==> config.mk <==
export PLATFORM = sky130hd
export DESIGN_NAME = ibad_decoder
export DESIGN_NICKNAME = d
export VERILOG_FILES = /design/src/ibad_pkg.sv /design/src/ibad_decoder.sv
export SDC_FILE = /design/constraint.sdc
export NUM_CORES = 1
export LEC_CHECK = 0
export ABC_AREA = 1
export BUFFER_PORTS_ARGS = -buffer_cell sky130_fd_sc_hd__buf_2
export CAP_MARGIN = 15
export CORE_MARGIN = 2
export CORE_UTILIZATION = 52
export DETAILED_ROUTE_END_ITERATION = 10
export PLACE_DENSITY = 0.86
export SLEW_MARGIN = 20
export SYNTH_ARGS = -nofsm -noshare
export SYNTH_HDL_FRONTEND = slang
export SYNTH_SLANG_ARGS = --single-unit
==> constraint.sdc <==
create_clock -name MCLK -period 1.34 [get_ports MCLK]
set_input_delay 0.402 -clock MCLK [delete_from_list [all_inputs] [get_ports MCLK]]
set_output_delay 0.402 -clock MCLK [all_outputs]
set_load 0.005 [all_outputs]
==> src/ibad_pkg.sv <==
// Package: constants and types for the internal bus address decoder
// Functional notes
// RULE1: Internal module bus carries 24-bit address and 16-bit data.
// RULE2: Register block recognised only when address bits 23..20 equal map bit then 111.
// RULE3: Single-space arrangement: outside decode ignores all function-code lines.
// RULE4: Two-space arrangement: outside decode uses only the supervisor line.
// RULE5: Four-space arrangement: outside decode uses all three function-code lines; ibad_ext_mem decodes only EXT_SPACE[2:1].
// RULE6: Vectors fetched from supervisor data space; reset vector from supervisor program space.
// RULE7: Vector address is vector table base plus vector offset.
// RULE8: Only reset vector location fixed; table elsewhere follows the vector table base.
// RULE9: Unused register-block addresses go external; reserved holes are never driven out.
// RULE10: User-space accesses to supervisor-only registers are denied.
// RULE11: Three-state control places every output driver in high impedance; here it only drops EXT_OE, after a synchronise-and-filter stage.
// RULE12: All module control registers form one 4-Kbyte block placed by the map bit.
// RULE13: At most one target select per cycle, qualified by address strobe.
package ibad_pkg;
	localparam int ADDR_W = 24;
	localparam int DATA_W = 16;
	localparam int BLK_W = 12;
	localparam logic [2:0] BLK_TAG = 3'h7;
	localparam int TAG_LSB = 20;
	localparam int TAG_MSB = 22;
	localparam int MAP_POS = 23;
	localparam int PAGE_LSB = 6;
	localparam int PAGES = 64;
	localparam logic [63:0] USED_PAGES = 64'hFFFF_0000_0000_000F;
	localparam logic [63:0] RSVD_PAGES = 64'h0000_FF00_0000_0000;
	localparam logic [63:0] SUPV_PAGES = 64'h0000_0000_0000_0003;
	localparam logic [2:0] FC_USER_DATA = 3'h1;
	localparam logic [2:0] FC_USER_PROG = 3'h2;
	localparam logic [2:0] FC_SUPV_DATA = 3'h5;
	localparam logic [2:0] FC_SUPV_PROG = 3'h6;
	localparam int SUPV_BIT = 2;
	localparam logic [23:0] RESET_VEC_ADDR = 24'h00_0000;
	typedef struct packed {
		logic [23:0] addr;
		logic [2:0] fc;
		logic strobe;
	} ibad_req_s;
	typedef struct packed {
		logic sel_reg;
		logic sel_rsvd;
		logic sel_ext;
		logic deny;
	} ibad_sel_s;
	typedef enum logic [1:0] {
		SP_SINGLE = 2'b00,
		SP_SUPV_USER = 2'b01,
		SP_FOUR = 2'b10
	} ibad_space_e;
endpackage

==> src/ibad_decoder.sv <==
// Module: internal bus address decoder with vector address formation
`timescale 1ns/10ps
module ibad_decoder (
	input wire logic MCLK,
	input wire logic RST_B,
	input wire logic CLK_EN,
	input wire logic [23:0] ADDR,
	input wire logic [2:0] FUNCTION_CODE_LINES,
	input wire logic ADDR_STROBE,
	input wire logic REGISTER_BLOCK_MAP_BIT,
	input wire logic [1:0] SPACE_MODE,
	input wire logic VEC_REQ,
	input wire logic VEC_IS_RESET,
	input wire logic [7:0] VEC_NUM,
	input wire logic [23:0] VECTOR_TABLE_BASE,
	input wire logic THREE_STATE_CONTROL,
	output logic SEL_REG,
	output logic SEL_RSVD,
	output logic SEL_EXT,
	output logic SEL_DENY,
	output logic EXT_OE,
	output logic [2:0] EXT_SPACE,
	output logic [23:0] VEC_ADDR,
	output logic [2:0] VEC_FC,
	output logic VEC_VALID
);
	ibad_pkg::ibad_req_s req;
	ibad_pkg::ibad_sel_s sel_next;
	ibad_pkg::ibad_sel_s sel_reg;
	logic [2:0] space_next;
	logic [2:0] space_reg;
	logic in_blk;
	logic [5:0] page;
	logic [2:0] tsc_sync_reg;
	logic tsc_reg;

	assign req = '{addr: ADDR, fc: FUNCTION_CODE_LINES, strobe: ADDR_STROBE};
	assign page = req.addr[ibad_pkg::BLK_W-1 -: 6];
	// Block hit: top nibble must be map bit followed by 111
	assign in_blk = (req.addr[ibad_pkg::MAP_POS] == REGISTER_BLOCK_MAP_BIT) &&
		(req.addr[ibad_pkg::TAG_MSB:ibad_pkg::TAG_LSB] == ibad_pkg::BLK_TAG) &&
		(req.addr[19:ibad_pkg::BLK_W] == 8'hFF); // [RULE2] [RULE12]

	always_comb begin
		sel_next = '0;
		if (req.strobe) begin // [RULE13]
			if (in_blk && ibad_pkg::RSVD_PAGES[page]) begin
				sel_next.sel_rsvd = 1'b1; // [RULE9]
			end else if (in_blk && ibad_pkg::USED_PAGES[page]) begin
				if (ibad_pkg::SUPV_PAGES[page] && !req.fc[ibad_pkg::SUPV_BIT]) begin
					sel_next.deny = 1'b1; // [RULE10]
				end else begin
					sel_next.sel_reg = 1'b1;
				end
			end else begin
				sel_next.sel_ext = 1'b1; // [RULE9]
			end
		end
	end

	// Space code shown to outside decode for the chosen arrangement
	always_comb begin
		case (ibad_pkg::ibad_space_e'(SPACE_MODE))
			ibad_pkg::SP_SINGLE: space_next = 3'h0; // [RULE3]
			ibad_pkg::SP_SUPV_USER: space_next = {req.fc[2], 2'b00}; // [RULE4]
			ibad_pkg::SP_FOUR: space_next = req.fc; // [RULE5]
			default: space_next = 3'h0;
		endcase
	end

	always_ff @(posedge MCLK or negedge RST_B) begin
		if (!RST_B) begin
			sel_reg <= '0;
			space_reg <= 3'h0;
		end else if (CLK_EN) begin
			sel_reg <= sel_next;
			space_reg <= space_next;
		end
	end

	always_ff @(posedge MCLK or negedge RST_B) begin
		if (!RST_B) begin
			tsc_sync_reg <= 3'h0;
			tsc_reg <= 1'b0;
		end else if (CLK_EN) begin
			tsc_sync_reg <= {tsc_sync_reg[1:0], THREE_STATE_CONTROL};
			if (tsc_sync_reg[1] == tsc_sync_reg[2]) begin
				tsc_reg <= tsc_sync_reg[2];
			end
		end
	end

	always_ff @(posedge MCLK or negedge RST_B) begin
		if (!RST_B) begin
			VEC_ADDR <= 24'h00_0000;
			VEC_FC <= 3'h0;
			VEC_VALID <= 1'b0;
		end else if (CLK_EN) begin
			VEC_VALID <= VEC_REQ;
			if (VEC_REQ) begin
				if (VEC_IS_RESET) begin
					VEC_ADDR <= ibad_pkg::RESET_VEC_ADDR; // [RULE8]
					VEC_FC <= ibad_pkg::FC_SUPV_PROG; // [RULE6]
				end else begin
					VEC_ADDR <= VECTOR_TABLE_BASE + {14'h0000, VEC_NUM, 2'b00}; // [RULE7] [RULE8]
					VEC_FC <= ibad_pkg::FC_SUPV_DATA; // [RULE6]
				end
			end
		end
	end

	assign SEL_REG = sel_reg.sel_reg;
	assign SEL_RSVD = sel_reg.sel_rsvd;
	assign SEL_DENY = sel_reg.deny;
	assign SEL_EXT = sel_reg.sel_ext;
	assign EXT_OE = sel_reg.sel_ext && !tsc_reg; // [RULE11] [RULE1]
	assign EXT_SPACE = space_reg;
endmodule

==> results of run 1 <==
==> report_power, final <==
part	total (mW)	internal [mW]	switching, mW
sequential	1.37	1.30	0.0732
combinational	1.03	0.464	0.561
clock	1.17	0.744	0.426
==> worst max-delay path: stages <==
cell     delay [ps]
buf_6            70
ha_4            130
inv_2            30
fa_2            350
inv_2            70
nand3_2          80
nand2_4         120
nand3_4         100
nand2_4         120
nand3_2          80
nand2_2          70
o21ai_1          60
==> layout make-up <==
type,count,area (sq um),share of cell area (%)
clock buffer,6,72.57,1.900
tap,54,67.56,1.769
clock inverter,2,60.06,1.573
timing repair buffer,135,824.5,21.59
inverter,47,178.9,4.685
multi-input combinational,266,1639,42.92
sequential,39,975.9,25.56
==> layer usage <==
metal,part of all wire (%),track usage (%),vias to the layer above
li1,-,-,1408
met1,37,36.10,1440
met2,50,55.36,215
met3,8.8,4.801,43
met4,4.0,13.99,0
met5,0,0,-
==> cell families after synthesis <==
logic type / after synthesis / share of synthesized area (%)
simple gates: 219 / 38.38
buf+inv: 53 / 8.480
flops: 39 / 39.14
compound gates: 34 / 7.477
fa+ha+maj: 11 / 5.820
xor+xnor: 2 / 0.7026
==> stage by stage <==
stage	utilization, %	setup TNS [ps]	hold WS, ps
3_3_place_gp	74.23	-6519	319.5
6_report	81.93	-1554	-6.262
4_1_cts	79.36	-762.7	13.16
5_1_grt	81.93	-2676	14.51
2_1_floorplan	-	-2221	106.4
3_5_place_dp	74.23	-7509	318.0
==> worst max-delay path by stage <==
stage,start,end,slack [ps],cells after the start
after floorplan,VECTOR_TABLE_BASE[2],VEC_ADDR[22]$_DFFE_PN0P_,-270,11
after global placement,VECTOR_TABLE_BASE[2],VEC_ADDR[12]$_DFFE_PN0P_,-450,13
after detailed placement,VECTOR_TABLE_BASE[2],VEC_ADDR[22]$_DFFE_PN0P_,-490,12
after CTS,VEC_NUM[0],VEC_ADDR[20]$_DFFE_PN0P_,-110,12
after global routing,VEC_NUM[0],VEC_ADDR[22]$_DFFE_PN0P_,-220,12
final,VEC_NUM[0],VEC_ADDR[20]$_DFFE_PN0P_,-170,12
==> placed cells by master, fill, tap and decap left out, types with 3 or more instances in the layout <==
cell,count
o21ai_0,9
dfrtp_1,39
a21oi_1,7
ha_4,8
nand3_1,21
buf_6,5
a22o_1,3
nor3_1,4
nor2_4,5
buf_2,93
nand2_1,104
clkbuf_8,5
inv_1,41
nand2_2,24
a21oi_2,3
nand4_1,4
nand3_2,13
o21ai_1,9
nor2_1,23
buf_4,35
inv_2,5
nand2_4,10
==> timing repair <==
item                                    in CTS  in global routing
endpoints found under the setup margin      16                 19
setup buffers                                2                  4
pin swaps                                   19                 15
resized for setup                           23                 31
==> flow_summary.json, run 1 <==
{
  "arrival_ps": 1690,
  "power_mw": 3.566,
  "finalWirelength_um": 8914,
  "grt_usage_pct": 30.91,
  "avgSynthCellArea_sq_um": 6.965,
  "fill_cells": 288,
  "worstPathRequired_ps": 1520,
  "startpoint_type": "input port",
  "async_reset_ff_share_pct": 100.0,
  "layout.nets": 574,
  "initial_utilization_pct": 53.50,
  "drive_above_1_share_pct": 44.24,
  "fp-row-count": 25,
  "syn_nets": 438,
  "clk_pin_slew_ps": 80,
  "worst_slew_pin_slew_ps": 450.0,
  "yosysSeqAreaShare_pct": 39.14,
  "rsz0062_at_grt": "yes",
  "dp_hpwl_um": 5696,
  "slew_headroom_pct": 69.77,
  "stdcell_area_sq_um": 3819,
  "drv_cap": 0,
  "synthFlopType": "dfrtp_1",
  "hold_ws_ps": -6.262,
  "dpl-instance-area_sq_um": 3460,
  "power.density_nw_per_um2": 933.9,
  "gr-total-overflow": 0,
  "yosysTopAreaCell": "dfrtp_1",
  "root_buffer": "clkbuf_8",
  "r2r-end": "tsc_reg$_DFFE_PN0P_",
  "netlist_area_sq_um": 2494,
  "netlist_instances": 358,
  "drc_errors": 0,
  "ir_worst_vdd_uv": 511.1,
  "crit_fanout": 6,
  "clock_path_buffers": 2,
  "drt_first_pass_iters": 6,
  "fin_ws_ps": -168.7,
  "yosys.area.top_type_share_pct": 39.14,
  "num_vias": 3106,
  "synth_edf_count": 0,
  "grt_pass1_vias": 2862,
  "globalplace.congestion": 0.9793,
  "coreArea_sq_um": 4661,
  "clock_latency_ps": 290,
  "ys_top_cells_by_area": "dfrtp_1 39%, nand2_1 19%, nand3_1 7.0%, inv_1 6.9%, ha_1 5.0%",
  "min_period_over_period_pct": 112.6,
  "boundaryPins": 105,
  "cts_buffers": 5,
  "drtIter0Drc": 251,
  "postRouteAntennaNets": 0,
  "finalClockSkew_ps": 0.2891,
  "die_x_um": 73.25,
  "via_per_inst": 5.658,
  "r2r_slack_ps": 470,
  "failed_checks": "negative hold slack, negative setup slack",
  "finalHoldViolations": 7,
  "leakage_nw": 2.090,
  "grt_pass1_wl_um": 12730,
  "diodes": 0,
  "die_h_um": 73.25,
  "numPortBuffers": 97,
  "grt_max_degree": 28,
  "yosysMostFrequentCell": "nand2_1",
  "ys_types": 29,
  "avgRoutedWirePerCell_um": 16.24,
  "antenna_found_initial": 0,
  "period_minus_slack_ps": 1509,
  "hold_buffers": 0,
  "fin_cells": 549,
  "cts_sinks": 39,
  "final_max_slew_viol_count": 0,
  "htree_levels": 2,
  "status": "finished, violations left",
  "finalSetupViolations": 20,
  "yosysWarnings": 0,
  "synthTopCellsByCount": "129 x nand2_1, 46 x inv_1, 39 x dfrtp_1, 35 x nand3_1, 25 x nor2_1",
  "largest_register_ffs": 24,
  "syn2layout_area_growth_pct": 53.14,
  "top_register": "VEC_ADDR",
  "dieArea_sq_um": 5366,
  "dp_cells": 535,
  "fmax_ghz": 0.6628,
  "rr_worst_depth": 3,
  "dp_slack_ps": -488.5,
  "critPathKind": "input port to flop",
  "hp-class": "input port to async pin",
  "ys_seq_elements": 39,
  "cts_tree": "yes",
  "end_kind": "flop",
  "r2r_start": "tsc_reg$_DFFE_PN0P_"
}
Power figures use the tool's default switching activity.
==> run 2: changes to the inputs <==
--- a/config.mk
+++ b/config.mk
@@ -9,9 +9,10 @@
 export BUFFER_PORTS_ARGS = -buffer_cell sky130_fd_sc_hd__buf_2
 export CAP_MARGIN = 15
 export CORE_MARGIN = 2
-export CORE_UTILIZATION = 52
+export CORE_UTILIZATION = 50
+export CTS_BUF_LIST = sky130_fd_sc_hd__clkbuf_8 sky130_fd_sc_hd__clkbuf_16
 export DETAILED_ROUTE_END_ITERATION = 10
-export PLACE_DENSITY = 0.86
+export PLACE_DENSITY = 0.83
 export SLEW_MARGIN = 20
 export SYNTH_ARGS = -nofsm -noshare
 export SYNTH_HDL_FRONTEND = slang
==> run 2 against run 1 <==
The run ends with negative setup slack left. Non-clock buffer count decreased by 1. Setup slack better by 52 ps. Power down 3.5%. Flip-flop and latch count unchanged. Clock-buffer cell count shrank 1. Critical endpoint is now VEC_ADDR[22]$_DFFE_PN0P_. Clock power barely moved. Routed wire length fell by 19%. Design area down 1.3%. Largest cell class unchanged. Clock skew is 2.3 ps higher.
==> flow_summary.json, run 2 (synthesized netlist as in run 1, its figures left out) <==
{
  "status": "finished, violations left",
  "failed_checks": "negative setup slack",
  "drive_above_1_share_pct": 41.09,
  "finalHoldViolations": 0,
  "slew_headroom_pct": 74.58,
  "final_cell_mix": "118 x nand2_1, 94 x buf_2, 43 x inv_1, 39 x dfrtp_1, 34 x buf_4",
  "final_common_cell": "nand2_1",
  "dp_hpwl_um": 5550,
  "drv_cap": 0,
  "ir_worst_vdd_uv": 567.6,
  "power_mw": 3.441,
  "hold_ws_ps": 8.713,
  "fp-row-count": 25,
  "critPathKind": "input port to flop",
  "numPortBuffers": 97,
  "via_per_inst": 5.034,
  "fin_cells": 561,
  "hp-class": "input port to async pin",
  "die_x_um": 74.62,
  "grt_usage_pct": 25.94,
  "worst_slew_pin_slew_ps": 377.8,
  "cts_buffers": 5,
  "htree_levels": 2,
  "gr-total-overflow": 0,
  "startpoint_type": "input port",
  "initial_utilization_pct": 52.45,
  "cts_tree": "yes",
  "dieArea_sq_um": 5568,
  "period_minus_slack_ps": 1457,
  "boundaryPins": 105,
  "finalClockSkew_ps": 2.570,
  "drtIter0Drc": 144,
  "layout.nets": 573,
  "drt_first_pass_iters": 4,
  "crit_fanout": 6,
  "stdcell_area_sq_um": 3767,
  "diodes": 0,
  "grt_max_degree": 28,
  "num_vias": 2824,
  "grt_pass1_wl_um": 11230,
  "die_h_um": 74.62,
  "coreArea_sq_um": 4755,
  "cts_sinks": 39,
  "globalplace.congestion": 0.9868,
  "finalSetupViolations": 10,
  "drc_errors": 0,
  "grt_pass1_vias": 2624,
  "finalWirelength_um": 7251,
  "fill_cells": 344,
  "top_register": "VEC_ADDR",
  "largest_register_ffs": 24,
  "antenna_found_initial": 0,
  "fmax_ghz": 0.6865,
  "clock_path_buffers": 2,
  "root_buffer": "clkbuf_8",
  "arrival_ps": 1630,
  "dp_cells": 549,
  "avgRoutedWirePerCell_um": 12.93,
  "worstPathRequired_ps": 1520,
  "syn2layout_area_growth_pct": 51.08,
  "final_max_slew_viol_count": 0,
  "postRouteAntennaNets": 0,
  "min_period_over_period_pct": 108.7,
  "fin_ws_ps": -116.6,
  "leakage_nw": 2.065,
  "end_kind": "flop",
  "utilization_pct": 79.24,
  "clk_pin_slew_ps": 80,
  "rsz0062_at_grt": "yes",
  "power.density_nw_per_um2": 913.5,
  "clock_latency_ps": 290,
  "dpl-instance-area_sq_um": 3483
}
==> run 2: cell count changes in the layout (fill, tap and decap cells not counted), moves of 2 or more <==
cell / change
nand2_1: +14
nand2_2: -11
inv_1: +2
nand3_1: -2
nand2_4: -3
o21ai_0: +2
nand3_2: +2
buf_6: -2
==> run 2: final cells by class <==
cell class / count / area, sq um / area share (%)
multi-input combinational: 266 / 1584 / 42.05
tap: 67 / 83.83 / 2.225
timing repair buffer: 134 / 814.5 / 21.62
clock buffer: 5 / 68.82 / 1.827
inverter: 47 / 176.4 / 4.683
sequential: 39 / 975.9 / 25.91
clock inverter: 3 / 63.81 / 1.694
==> run 2: power breakdown <==
group,switching (mW),internal (mW)
Sequential,0.0701,1.30
Clock,0.419,0.737
Combinational,0.482,0.436
Total,0.971,2.47
==> run 2: metal layers <==
metal | part of all wire [%] | routed length [um] | up-vias | GRT usage, %
met5 | 0 | 0 | - | 0
met2 | 52 | 3797 | 107 | 48.67
li1 | - | - | 1399 | -
met3 | 6.3 | 455 | 15 | 3.882
met1 | 40 | 2883 | 1303 | 30.33
met4 | 1.6 | 114 | 0 | 8.135
==> run 2: timing repair <==
| action | CTS | global route |
|---|---|---|
| hold endpoints to repair | 0 | 0 |
| setup endpoints to repair | 14 | 17 |
| pin swaps | 17 | 13 |
| setup buffers | 1 | 3 |
| gates resized for setup | 17 | 12 |
| cloned | 0 | 0 |
| hold buffers | 0 | 0 |
==> run 2: stage by stage <==
stage	setup TNS, ps	worst slack [ps]
CTS	-739.1	-114.9
global route	-1579	-178.8
finish	-766.0	-116.6
global placement	-6445	-449.7
floorplan	-2221	-268.5
detailed placement	-7256	-514.8
==> run 2: path summary, 6_finish.rpt <==
check,slack [ps],cells past startpoint,endpoint,start
worst max-delay path,-120,12,VEC_ADDR[22]$_DFFE_PN0P_,VEC_NUM[0]
worst min-delay path,9,1,tsc_sync_reg[2]$_DFFE_PN0P_,RST_B
worst max register to register,550,3,SEL_EXT$_DFFE_PN0P_,SEL_EXT$_DFFE_PN0P_
worst min register to register,470,2,VEC_ADDR[23]$_DFFE_PN0P_,VEC_ADDR[23]$_DFFE_PN0P_
max in group asynchronous,870,2,VEC_FC[2]$_DFFE_PN0P_,RST_B
min in group MCLK,330,2,VEC_ADDR[1]$_DFFE_PN0P_,VECTOR_TABLE_BASE[1]
==> run 2: critical path, stage by stage <==
cell and delay, ps:
buf_8 70, ha_4 130, inv_2 30, fa_2 340, inv_2 60, nand3_2 80, nand2_4 110, nand3_4 90
nand2_4 120, nand3_2 60, nand2_1 80, o21ai_1 50
==> run 3: changes to the inputs <==
--- a/config.mk
+++ b/config.mk
@@ -8,11 +8,13 @@
 export ABC_AREA = 1
 export BUFFER_PORTS_ARGS = -buffer_cell sky130_fd_sc_hd__buf_2
 export CAP_MARGIN = 15
+export CORE_ASPECT_RATIO = 0.75
 export CORE_MARGIN = 2
 export CORE_UTILIZATION = 50
 export CTS_BUF_LIST = sky130_fd_sc_hd__clkbuf_8 sky130_fd_sc_hd__clkbuf_16
 export DETAILED_ROUTE_END_ITERATION = 10
 export PLACE_DENSITY = 0.83
+export RECOVER_POWER = 50
 export SLEW_MARGIN = 20
 export SYNTH_ARGS = -nofsm -noshare
 export SYNTH_HDL_FRONTEND = slang
==> run 3 against run 2 <==
Global-route usage is 1.8 points higher. Setup slack worse by 14 ps. Hold slack better by 310 ps. Die area is 0.11% higher. Via count is 3.8% higher. The flow still finishes with violations (negative setup slack). Maximum frequency is 0.96% lower. Critical path type unchanged. Cell count is 0.53% lower. Sequential share of layout area is 0.42 points lower. Routed wire length is 11% higher. Non-clock buffer count is 4 higher. Largest power group unchanged. Largest cell class unchanged.
==> flow_summary.json, run 3 (synthesized netlist as in run 1, its figures left out) <==
{
  "avgRoutedWirePerCell_um": 14.45,
  "worst_slew_pin_slew_ps": 935.5,
  "die_x_um": 85.55,
  "seq_area_sq_um": 975.9,
  "initial_utilization_pct": 51.47,
  "drtIter0Drc": 238,
  "slew_headroom_pct": 37.63,
  "drv_cap": 0,
  "gr-total-overflow": 0,
  "finalWirelength_um": 8062,
  "grt_usage_pct": 27.69,
  "boundaryPins": 105,
  "status": "finished, violations left",
  "final_cell_mix": "112 x nand2_1, 90 x buf_2, 40 x inv_1, 39 x dfrtp_1, 33 x buf_4",
  "arrival_ps": 1660,
  "grt_max_degree": 40,
  "top_register": "VEC_ADDR",
  "failed_checks": "negative setup slack",
  "via_per_inst": 5.254,
  "dieArea_sq_um": 5574,
  "startpoint_type": "input port",
  "cts_buffers": 5,
  "worst_path_max_delay_cell": "fa_2",
  "fill_cells": 343,
  "cp_cell_sequence": "buf_6 > ha_4 > inv_2 > fa_2 > inv_2 > nand3_2 > nand2_4 > nand3_4 > nand2_4 > nand3_2 > nand3_1 > nand2_1",
  "worst-path-buf-inv": 3,
  "finalHoldViolations": 0,
  "min_period_over_period_pct": 109.7,
  "period_minus_slack_ps": 1471,
  "power_mw": 3.357,
  "fin_ws_ps": -130.6,
  "final_common_cell": "nand2_1",
  "cts_sinks": 39,
  "coreArea_sq_um": 4845,
  "grt.met3_usage_pct": 5.402,
  "diodes": 0,
  "hp-class": "input port to async pin",
  "layout.nets": 577,
  "fp-row-count": 22,
  "grt-busiest-layer": "met2",
  "worstPathRequired_ps": 1530,
  "max_stage_delay_ps": 340,
  "htree_levels": 2,
  "drc_errors": 0,
  "gr-usage-met1_pct": 37.05,
  "grt_pass1_vias": 2760,
  "power.density_nw_per_um2": 876.5,
  "finalClockSkew_ps": 0.7258,
  "root_buffer": "clkbuf_8",
  "postRouteAntennaNets": 0,
  "largest_register_ffs": 24,
  "syn2layout_area_growth_pct": 53.59,
  "end_kind": "flop",
  "finalSetupViolations": 14,
  "drive_above_1_share_pct": 43.17,
  "critical-path-top-delay-family": "simple AND/OR/NAND/NOR gates",
  "grt_pass1_wl_um": 12230,
  "final_max_slew_viol_count": 0,
  "ir_worst_vdd_uv": 695.1,
  "num_vias": 2932,
  "antenna_found_initial": 0,
  "dp_hpwl_um": 5683,
  "hold_ws_ps": 315.5,
  "grtUsageMet2_pct": 46.00,
  "die_h_um": 65.16,
  "multi_input_area_sq_um": 1665,
  "fmax_ghz": 0.6800,
  "crit_fanout": 6,
  "drt_first_pass_iters": 5,
  "cts_tree": "yes",
  "leakage_nw": 2.075,
  "critPathKind": "input port to flop",
  "clock_latency_ps": 290,
  "numPortBuffers": 97,
  "rsz0062_at_grt": "yes",
  "clk_pin_slew_ps": 80,
  "globalplace.congestion": 0.8965,
  "clock_path_buffers": 2
}
run 3: final timing paths:
check,start,endpoint,slack [ps],cells after the start
setup / recovery,VEC_NUM[0],VEC_ADDR[16]$_DFFE_PN0P_,-130,12
hold / removal,RST_B,VEC_ADDR[9]$_DFFE_PN0P_,320,2
setup reg to reg,VEC_FC[2]$_DFFE_PN0P_,VEC_FC[2]$_DFFE_PN0P_,570,1
hold reg to reg,VEC_FC[2]$_DFFE_PN0P_,VEC_FC[2]$_DFFE_PN0P_,470,1
max in group asynchronous,RST_B,VEC_ADDR[15]$_DFFE_PN0P_,440,2
min in group MCLK,FUNCTION_CODE_LINES[1],EXT_SPACE[1]$_DFFE_PN0P_,320,3
run 3: stage by stage:
step           instances  setup slack (ps)  TNS [ps]  util [%]  instance area (sq um)
2_1_floorplan        358            -268.5     -2221         -                   2676
3_3_place_gp         547            -442.9     -6872     72.24                   3500
3_5_place_dp         547            -486.5     -7616     72.24                   3500
4_1_cts              556            -80.86    -512.7     76.34                   3699
5_1_grt              558            -191.9     -1640     79.05                   3830
6_report             558            -130.6    -885.7     79.05                   3830
run 3: layer usage:
metal | vias to the layer above | routed length, um
met5 | - | 0
met4 | 0 | 132
met3 | 18 | 571
met2 | 131 | 3961
met1 | 1366 | 3397
li1 | 1417 | -
run 3: where the power goes:
group	leakage, nW	switching, mW	internal, mW	total [mW]
clock network	0.0581	0.453	0.555	1.01
logic	1.51	0.529	0.452	0.980
registers	0.503	0.0714	1.30	1.37
run 3: repair_timing:
action                     in CTS  in global routing
resized for setup              19                 34
buffers inserted                1                  2
setup endpoints to repair      16                 19
pin swaps                      13                 23
hold endpoints to repair        0                  0
hold buffers                    0                  0
run 3: cell type report:
class                   instances  area share [%]
clock buffers                   5           1.797
clock inverters                 3           1.143
inverters                      47           4.606
multi-input cells             266           43.48
flip-flops and latches         39           25.48
well taps                      60           1.960
repair buffers                138           21.53
